<file path="config.mk">
export PLATFORM = sky130hd
export DESIGN_NAME = swsl_link
export DESIGN_NICKNAME = d
export VERILOG_FILES = /design/src/common/swsl_pkg.sv /design/src/common/swsl_line_if.sv /design/src/rtl/swsl_filter.sv /design/src/rtl/swsl_link.sv
export SDC_FILE = /design/constraint.sdc
export NUM_CORES = 1
export LEC_CHECK = 0
export ABC_CLOCK_PERIOD_IN_PS = 2950
export BUFFER_PORTS_ARGS = -buffer_cell sky130_fd_sc_hd__buf_2
export CORE_MARGIN = 3
export CORE_UTILIZATION = 50
export CTS_CLUSTER_DIAMETER = 120
export CTS_CLUSTER_SIZE = 12
export DETAILED_ROUTE_END_ITERATION = 10
export PLACE_DENSITY = 0.83
export REMOVE_ABC_BUFFERS = 1
export SETUP_SLACK_MARGIN = 0.3
export SKIP_LAST_GASP = 1
export SLEW_MARGIN = 20
export SYNTH_ARGS = -nofsm -noshare
export SYNTH_HDL_FRONTEND = slang
export SYNTH_SLANG_ARGS = --single-unit
</file>
<file path="constraint.sdc">
create_clock -name clk_sys -period 2.95 [get_ports clk_sys]
set_input_delay 0.59 -clock clk_sys [delete_from_list [all_inputs] [get_ports clk_sys]]
set_output_delay 0.59 -clock clk_sys [all_outputs]
set_load 0.005 [all_outputs]
</file>
<file path="src/common/swsl_pkg.sv">
// constants and types for the single-wire slave link with search support
// Summary of operation
// - search command F0h resolves 64-bit codes by elimination
// - per bit: send bit, complement, take master bit
// - master starts all slots; device makes presence only
// - after reset release wait delay, then drive presence
// - data accepted only after presence pulse and hold-off; code also takes slots straight after rstn
// - each slot carries exactly one bit
// - falling edge starts device slot timer
// - recovery interval needed between slots
// - zero sent by holding low until timer ends
// - active below low threshold, idle above high
// - slot-start falling edge is low-pass filtered
// - shallow glitch within hysteresis is ignored
// - glitches inside hold-off ignored, later start slot
// - low over 120 us means bus reset
package swsl_pkg;
  localparam int unsigned CLK_HZ            = 25_000_000;
  // times in nanoseconds
  localparam int unsigned T_RESET_DET_NS     = 120_000;
  localparam int unsigned T_PRES_HIGH_NS     = 30_000;
  localparam int unsigned T_PRES_LOW_NS      = 120_000;
  localparam int unsigned T_WRITE_SAMPLE_NS  = 30_000;
  localparam int unsigned T_READ_HOLD_NS     = 30_000;
  localparam int unsigned T_HOLDOFF_NS       = 1_000;
  localparam int unsigned T_FILTER_NS        = 200;
  // least times round up
  localparam int unsigned C_RESET_DET =
    (T_RESET_DET_NS * 25 + 999) / 1000;
  localparam int unsigned C_PRES_HIGH = (T_PRES_HIGH_NS * 25 + 999) / 1000;
  localparam int unsigned C_PRES_LOW  = (T_PRES_LOW_NS * 25 + 999) / 1000;
  localparam int unsigned C_WR_SAMPLE = (T_WRITE_SAMPLE_NS * 25 + 999) / 1000;
  localparam int unsigned C_RD_HOLD   = (T_READ_HOLD_NS * 25 + 999) / 1000;
  localparam int unsigned C_HOLDOFF   = (T_HOLDOFF_NS * 25 + 999) / 1000;
  localparam int unsigned C_FILTER    = (T_FILTER_NS * 25 + 999) / 1000;
  localparam int unsigned CNT_W       = 13;
  localparam logic [7:0]  CMD_SEARCH  = 8'hF0;
  localparam int unsigned CODE_BITS   = 64;
  localparam int unsigned FILT_W      = 4;
  // arbitrary identity code; real part value deliberately not used
  localparam logic [63:0] ID_DEFAULT  = 64'h0123_4567_89AB_CD5A;

  typedef enum logic [5:0] {
    SW_IDLE   = 6'b000001,
    SW_PHIGH  = 6'b000010,
    SW_PLOW   = 6'b000100,
    SW_SLOT   = 6'b001000,
    SW_WAITHI = 6'b010000,
    SW_HOLD   = 6'b100000
  } swsl_state_t;

  typedef enum logic [3:0] {
    SP_CMD    = 4'b0001,
    SP_BIT    = 4'b0010,
    SP_CMP    = 4'b0100,
    SP_TAKE   = 4'b1000
  } swsl_phase_t;
endpackage

</file>
<file path="src/common/swsl_line_if.sv">
// line front end signals between filter and link core
`timescale 1ns/1ps
interface swsl_line_if;
  logic lineLow;
  logic fallEvt;
  logic riseEvt;
  modport filt (output lineLow, output fallEvt, output riseEvt);
  modport core (input lineLow, input fallEvt, input riseEvt);
endinterface

</file>
<file path="src/rtl/swsl_filter.sv">
// glitch filter for the data line
`timescale 1ns/1ps
module swsl_filter (
  // clock and reset
  input  wire logic clk_sys,
  input  wire logic rstn,
  // raw comparators and hold-off gate
  input  wire logic belowLow,
  input  wire logic aboveHigh,
  input  wire logic holdOff,
  // filtered line
  swsl_line_if.filt line
);
  import swsl_pkg::*;

  logic [FILT_W-1:0] lowCnt;
  logic              state;

  // --------------------------------------------------------------
  // debounce
  // --------------------------------------------------------------
  // low requires sustained below-low-threshold; hysteresis band keeps state
  always_ff @(posedge clk_sys or negedge rstn) begin
    if (!rstn) begin
      lowCnt <= '0;
    end else if (!belowLow || holdOff || state) begin
      lowCnt <= '0;
    end else if (lowCnt != FILT_W'(C_FILTER)) begin
      lowCnt <= lowCnt + 1'b1;
    end
  end

  always_ff @(posedge clk_sys or negedge rstn) begin
    if (!rstn) begin
      state        <= 1'b0;
      line.fallEvt <= 1'b0;
      line.riseEvt <= 1'b0;
    end else begin
      line.fallEvt <= 1'b0;
      line.riseEvt <= 1'b0;
      if (!state && lowCnt == FILT_W'(C_FILTER)) begin
        state        <= 1'b1;
        line.fallEvt <= 1'b1;
      end else if (state && aboveHigh) begin
        state        <= 1'b0;
        line.riseEvt <= 1'b1;
      end
    end
  end
  assign line.lineLow = state;

  a_fall_filtered: assert property (@(posedge clk_sys) disable iff (!rstn)
    line.fallEvt |-> $past(belowLow, 2) && $past(belowLow, 6)
                     && !$past(holdOff, 2))
    else $error("fall accepted without filtered low");
endmodule

</file>
<file path="src/rtl/swsl_link.sv">
// single-wire slave link bit layer with search participation
`timescale 1ns/1ps
module swsl_link (
  // clock and reset
  input  wire logic        clk_sys,
  input  wire logic        rstn,
  // line comparators
  input  wire logic        belowLow,
  input  wire logic        aboveHigh,
  // open drain pull-down
  output logic             dqOut,
  output logic             dqOe,
  // identity and status
  input  wire logic [63:0] idCode,
  output logic             presenceDone,
  output logic             searchActive,
  output logic             dropped
);
  import swsl_pkg::*;

  swsl_line_if line ();
  swsl_state_t st;
  swsl_phase_t ph;
  logic [CNT_W-1:0] cnt;
  logic [CNT_W-1:0] lowCnt;
  logic [7:0]       cmdSh;
  logic [2:0]       cmdBits;
  logic [5:0]       bitIdx;
  logic             sendBit;
  logic             holdOff;
  logic             busReset;
  logic             curBit;
  logic             resetSeen;

  swsl_filter u_filt (
    .clk_sys   (clk_sys),
    .rstn      (rstn),
    .belowLow  (belowLow),
    .aboveHigh (aboveHigh),
    .holdOff   (holdOff),
    .line      (line)
  );

  assign curBit  = idCode[bitIdx];
  assign holdOff = (st == SW_HOLD);
  assign busReset = line.lineLow && lowCnt >= CNT_W'(C_RESET_DET);

  // --------------------------------------------------------------
  // bus reset detect
  // --------------------------------------------------------------
  always_ff @(posedge clk_sys or negedge rstn) begin
    if (!rstn) begin
      lowCnt <= '0;
    end else if (!line.lineLow) begin
      lowCnt <= '0;
    end else if (lowCnt != CNT_W'(C_RESET_DET)) begin
      lowCnt <= lowCnt + 1'b1;
    end
  end

  // --------------------------------------------------------------
  // slot sequencer
  // --------------------------------------------------------------
  // presence drive is filtered back in; its fall event is ignored outside SW_IDLE
  always_ff @(posedge clk_sys or negedge rstn) begin
    if (!rstn) begin
      st  <= SW_IDLE;
      cnt <= '0;
    end else begin
      unique case (st)
        SW_IDLE: begin
          cnt <= '0;
          if (line.fallEvt) begin
            st <= SW_SLOT;
          end
        end
        SW_SLOT: begin
          cnt <= cnt + 1'b1;
          if (busReset) begin
            st <= SW_WAITHI;
          end else if (cnt == CNT_W'(C_RD_HOLD)) begin
            st <= SW_WAITHI;
          end
        end
        SW_WAITHI: begin
          cnt <= '0;
          // a short low slot rises long before the slot timer ends
          if (line.riseEvt || !line.lineLow) begin
            st <= resetSeen ? SW_PHIGH : SW_HOLD;
          end
        end
        SW_HOLD: begin
          cnt <= cnt + 1'b1;
          if (cnt == CNT_W'(C_HOLDOFF)) begin
            st  <= SW_IDLE;
            cnt <= '0;
          end
        end
        SW_PHIGH: begin
          cnt <= cnt + 1'b1;
          if (cnt == CNT_W'(C_PRES_HIGH)) begin
            st  <= SW_PLOW;
            cnt <= '0;
          end
        end
        SW_PLOW: begin
          cnt <= cnt + 1'b1;
          if (cnt == CNT_W'(C_PRES_LOW)) begin
            st  <= SW_HOLD;
            cnt <= '0;
          end
        end
        default: st <= SW_IDLE;
      endcase
    end
  end

  // reset-latched flag held until presence; the low counter is gone by the
  // time the rise is seen, so the sequencer decides on this flag
  always_ff @(posedge clk_sys or negedge rstn) begin
    if (!rstn) begin
      resetSeen <= 1'b0;
    end else if (busReset) begin
      resetSeen <= 1'b1;
    end else if (st == SW_PLOW) begin
      resetSeen <= 1'b0;
    end
  end

  // --------------------------------------------------------------
  // bit protocol: command byte then search triplets
  // --------------------------------------------------------------
  logic sampleNow;
  assign sampleNow = (st == SW_SLOT) && cnt == CNT_W'(C_WR_SAMPLE)
                     && !busReset;

  always_ff @(posedge clk_sys or negedge rstn) begin
    if (!rstn) begin
      ph      <= SP_CMD;
      cmdSh   <= '0;
      cmdBits <= '0;
      bitIdx  <= '0;
      dropped <= 1'b0;
    end else if (st == SW_PLOW) begin
      ph      <= SP_CMD;
      cmdBits <= '0;
      bitIdx  <= '0;
      dropped <= 1'b0;
    end else if (sampleNow && !dropped) begin
      unique case (ph)
        SP_CMD: begin
          // one bit per slot, lsb first
          cmdSh   <= {line.lineLow ? 1'b0 : 1'b1, cmdSh[7:1]};
          cmdBits <= cmdBits + 1'b1;
          if (cmdBits == 3'd7) begin
            if ({line.lineLow ? 1'b0 : 1'b1, cmdSh[7:1]} == CMD_SEARCH) begin
              ph <= SP_BIT;
            end else begin
              dropped <= 1'b1; // other commands not handled here
            end
          end
        end
        SP_BIT:  ph <= SP_CMP;
        SP_CMP:  ph <= SP_TAKE;
        SP_TAKE: begin
          if ((line.lineLow ? 1'b0 : 1'b1) != curBit) begin
            dropped <= 1'b1;
          end else if (bitIdx == 6'(CODE_BITS - 1)) begin
            dropped <= 1'b1; // pass complete; wait for reset
          end
          bitIdx <= bitIdx + 1'b1;
          ph     <= SP_BIT;
        end
        default: ph <= SP_CMD;
      endcase
    end
  end

  // sent bit fixed at the slot start
  always_ff @(posedge clk_sys or negedge rstn) begin
    if (!rstn) begin
      sendBit <= 1'b1;
    end else if (line.fallEvt) begin
      sendBit <= dropped ? 1'b1 :
                 (ph == SP_BIT) ? curBit :
                 (ph == SP_CMP) ? !curBit : 1'b1;
    end
  end

  // --------------------------------------------------------------
  // pin and status outputs
  // --------------------------------------------------------------
  always_ff @(posedge clk_sys or negedge rstn) begin
    if (!rstn) begin
      dqOe         <= 1'b0;
      dqOut        <= 1'b0;
      presenceDone <= 1'b0;
      searchActive <= 1'b0;
    end else begin
      dqOut        <= 1'b0;
      // zero held only inside the device read window
      dqOe         <= (st == SW_PLOW && cnt != CNT_W'(C_PRES_LOW)) ||
                      (st == SW_SLOT && !sendBit && !busReset &&
                       cnt != CNT_W'(C_RD_HOLD));
      presenceDone <= (st == SW_PLOW) ? 1'b1 :
                      (busReset ? 1'b0 : presenceDone);
      searchActive <= ph != SP_CMD && !dropped;
    end
  end

  a_pres_delay: assert property (@(posedge clk_sys) disable iff (!rstn)
    $rose(st == SW_PLOW) |-> $past(st == SW_PHIGH))
    else $error("presence without high delay");
  a_pres_width: assert property (@(posedge clk_sys) disable iff (!rstn)
    $rose(st == SW_PLOW) |=> dqOe [*8])
    else $error("presence pulse too short");
  a_slot_start: assert property (@(posedge clk_sys) disable iff (!rstn)
    st == SW_IDLE && line.fallEvt |=> st == SW_SLOT)
    else $error("slot timer not started");
  a_drop_silent: assert property (@(posedge clk_sys) disable iff (!rstn)
    dropped && st == SW_SLOT && !busReset |=> !dqOe)
    else $error("dropped device drives line");
  a_one_release: assert property (@(posedge clk_sys) disable iff (!rstn)
    st == SW_SLOT && sendBit |=> !dqOe)
    else $error("one bit drove line");
  a_reset_detect: assert property (@(posedge clk_sys) disable iff (!rstn)
    $fell(line.lineLow) && $past(busReset) |=> st == SW_PHIGH)
    else $error("long low not a reset");
  a_hold_ignore: assert property (@(posedge clk_sys) disable iff (!rstn)
    st == SW_HOLD |-> !line.fallEvt)
    else $error("edge during hold-off");
  a_cmp_bit: assert property (@(posedge clk_sys) disable iff (!rstn)
    line.fallEvt && ph == SP_CMP && !dropped |=> sendBit == !curBit)
    else $error("complement wrong");

  c_presence: cover property (@(posedge clk_sys) $rose(presenceDone));
  c_search:   cover property (@(posedge clk_sys) $rose(searchActive));
  c_drop:     cover property (@(posedge clk_sys)
    searchActive ##1 dropped);
endmodule

</file>
==> flow_summary.json <==
{
  "wl_mm": 9.04,
  "start_util_pct": 51.9,
  "cts_num_sinks": 65,
  "hold_viol_final": 0,
  "cts_setup_buffers": 0,
  "postCtsHoldBufs": 0,
  "critPathMaxFanout": 8,
  "clk_pin_slew_ns": 0.07,
  "h-tree-depth": 3,
  "status": "finished, final reports clean",
  "gr-usage-all-layers_pct": 21.4,
  "synth_edf_count": 0,
  "cp-start-kind": "flop",
  "fill_cells": 662,
  "vias_per_cell": 5.79,
  "regArea_um2": 1630,
  "synth_ff_type": "dfrtp_1",
  "syn_avg_cell_area_um2": 9.59,
  "layout_common_cells": "buf_2, dfrtp_1, nor2_1, nand2_1",
  "synth-simple-area-share_pct": 22.2,
  "io_buffers": 71,
  "final_common_cell": "buf_2",
  "fp.dieArea_um2": 9230,
  "path_class": "reg -> reg",
  "ir_worst_vdd_uv": 303,
  "cts_buffers": 9,
  "maxCapViolCount": 0,
  "antennaDiodeCount": 0,
  "wire_per_inst_um": 15.1,
  "slowest_stage": "or4_4",
  "grt_overflow": 0,
  "crit_family": "simple AND/OR/NAND/NOR gates",
  "grt_pass1_vias": 3605,
  "pin_count": 73,
  "p_leak_uw": 0.00205,
  "finish.net_count": 571,
  "post-route-min-period_ns": 2.57,
  "grt_pass1_wl_mm": 15.7,
  "vias": 3469,
  "die_w_um": 96.1,
  "grt_max_degree": 66,
  "synthAdderAreaFrac_pct": 3.39,
  "worstPathArrival_ns": 2.85,
  "syn_to_final_growth_pct": 16.9,
  "syn_inst": 423,
  "layout.cells.non_filler": 599,
  "antenna_found_initial": 0,
  "coreArea_um2": 7810,
  "synthXorXnorAreaFrac_pct": 6.48,
  "fin_crit_sh_pct": 87.2,
  "path_cells": "or4_4 > or4_4 > a211oi_4 > a31oi_2 > a211oi_1 > a21o_1",
  "maxSlewHeadroom_pct": 47.4,
  "drt_iter0_drc": 238,
  "yosysUniqueCellTypes": 62,
  "ys.warnings.count": 0,
  "cts_root_buffer": "clkbuf_8",
  "power.density_nw_per_um2": 536,
  "critPathCaptureType": "flop",
  "rows": 32,
  "routabilityCongestion": 0.916,
  "cts_tree": "done",
  "die_y_um": 96.1,
  "path_common_cell": "or4_4",
  "drive_above_1_share_pct": 24.5,
  "slew_viol_final": 0,
  "dp_cells": 583,
  "setup_viol": 0,
  "synth_compound_area_share_pct": 13.3,
  "synthesis.area_um2": 4060,
  "dr.pass1.iters": 4,
  "tns_ns": 0,
  "cp.required_ns": 3.23,
  "drcViolationCount": 0,
  "hold_class": "in -> async",
  "yosysSeqAreaShare_pct": 40.2,
  "critPathBufInv": 0,
  "post_cts_resized": 0,
  "synthArstFlopShare_pct": 100,
  "max_freq_ghz": 0.389,
  "fin_skew_ns": 0.00952,
  "cts_buffer_depth": 2,
  "dp.final_hpwl_mm": 6.68,
  "tightest_slew_ns": 0.778,
  "synth_top_family_by_area": "simple AND/OR/NAND/NOR gates",
  "ys_seq_elements": 65,
  "insertion_delay_ns": 0.34,
  "multi_input_area_um2": 2290,
  "critPathMaxStageDelay_ns": 0.55,
  "muxShareOfSynthArea_pct": 10.6,
  "rsz0062_at_grt": "yes",
  "ant_nets": 0
}
-- registers in the layout (all words and copies together) (netlist names) --
register	flops
presenceDone	1
cmdSh	7
cmdBits	3
u_filt.line.fallEvt	1
u_filt.lowCnt	4
sendBit	1
dqOe	1
resetSeen	1
ph	4
dropped	1
bitIdx	6
u_filt.line.riseEvt	1
st	6
lowCnt	13
cnt	13
u_filt.line.lineLow	1
searchActive	1
-- kinds of logic after synthesis --
logic type / Yosys count
buf+inv: 36
compound gates: 78
other cells: 1
xor+xnor: 30
fa+ha+maj: 11
mux: 34
flops: 65
simple gates: 168
-- per-stage QoR --
step	setup WS, ns	instance area [um2]	util (%)	hold slack, ns	total power, uW
2_1_floorplan	0.333	3960	-	0.294	1490
3_3_place_gp	0.414	4500	57.7	0.481	1710
3_5_place_dp	0.350	4500	57.7	0.487	1740
4_1_cts	0.330	4720	60.4	0.416	2550
5_1_grt	0.283	4740	60.7	0.413	2700
6_report	0.378	4740	60.7	0.413	2540
-- path summary, 6_finish.rpt --
path                       slack [ns]      start  cells after the start                   to
max                              0.38     cnt[8]                      6                ph[1]
min                              0.41       rstn                      2           cmdBits[0]
max reg2reg                      0.38     cnt[8]                      6                ph[1]
min reg2reg                      0.50   cmdSh[1]                      1             cmdSh[1]
max in group asynchronous        2.02       rstn                      2               cnt[1]
min in group clk_sys             0.44  aboveHigh                      2  u_filt.line.lineLow
-- power breakdown --
group          total, uW  internal, uW  switching, uW
Combinational        644           272            371
Sequential          1100           980            116
Clock                802           458            344
-- routing by layer --
metal | share of wire [%] | global-route usage (%)
met5 | 0 | 0
met4 | 1.2 | 8.06
met3 | 5.5 | 4.14
met2 | 51 | 37.3
met1 | 43 | 26.1
-- synthesized netlist by cell type, types with 9 or more instances --
| cell | n | share of area [%] |
|---|---|---|
| a21oi_1 | 13 | 1.6 |
| clkbuf_1 | 14 | 1.3 |
| dfrtp_1 | 62 | 38 |
| ha_1 | 11 | 3.4 |
| inv_1 | 14 | 1.3 |
| mux2i_1 | 22 | 5.4 |
| nand2_1 | 24 | 2.2 |
| nand3_1 | 21 | 2.6 |
| nand4_1 | 11 | 1.7 |
| nor2_1 | 51 | 4.7 |
| o21ai_0 | 22 | 2.7 |
| xnor2_1 | 9 | 1.9 |
| xor2_1 | 21 | 4.5 |
-- final cells by class --
type                    count  share of cell area [%]
clock buffers              12                    3.48
clock inverters             4                    1.06
inverters                  15                    1.19
multi-input cells         322                    48.4
flip-flops and latches     65                    34.4
well taps                 102                    2.69
repair buffers             79                    8.76
No activity file was read; power rests on OpenSTA's default activity.
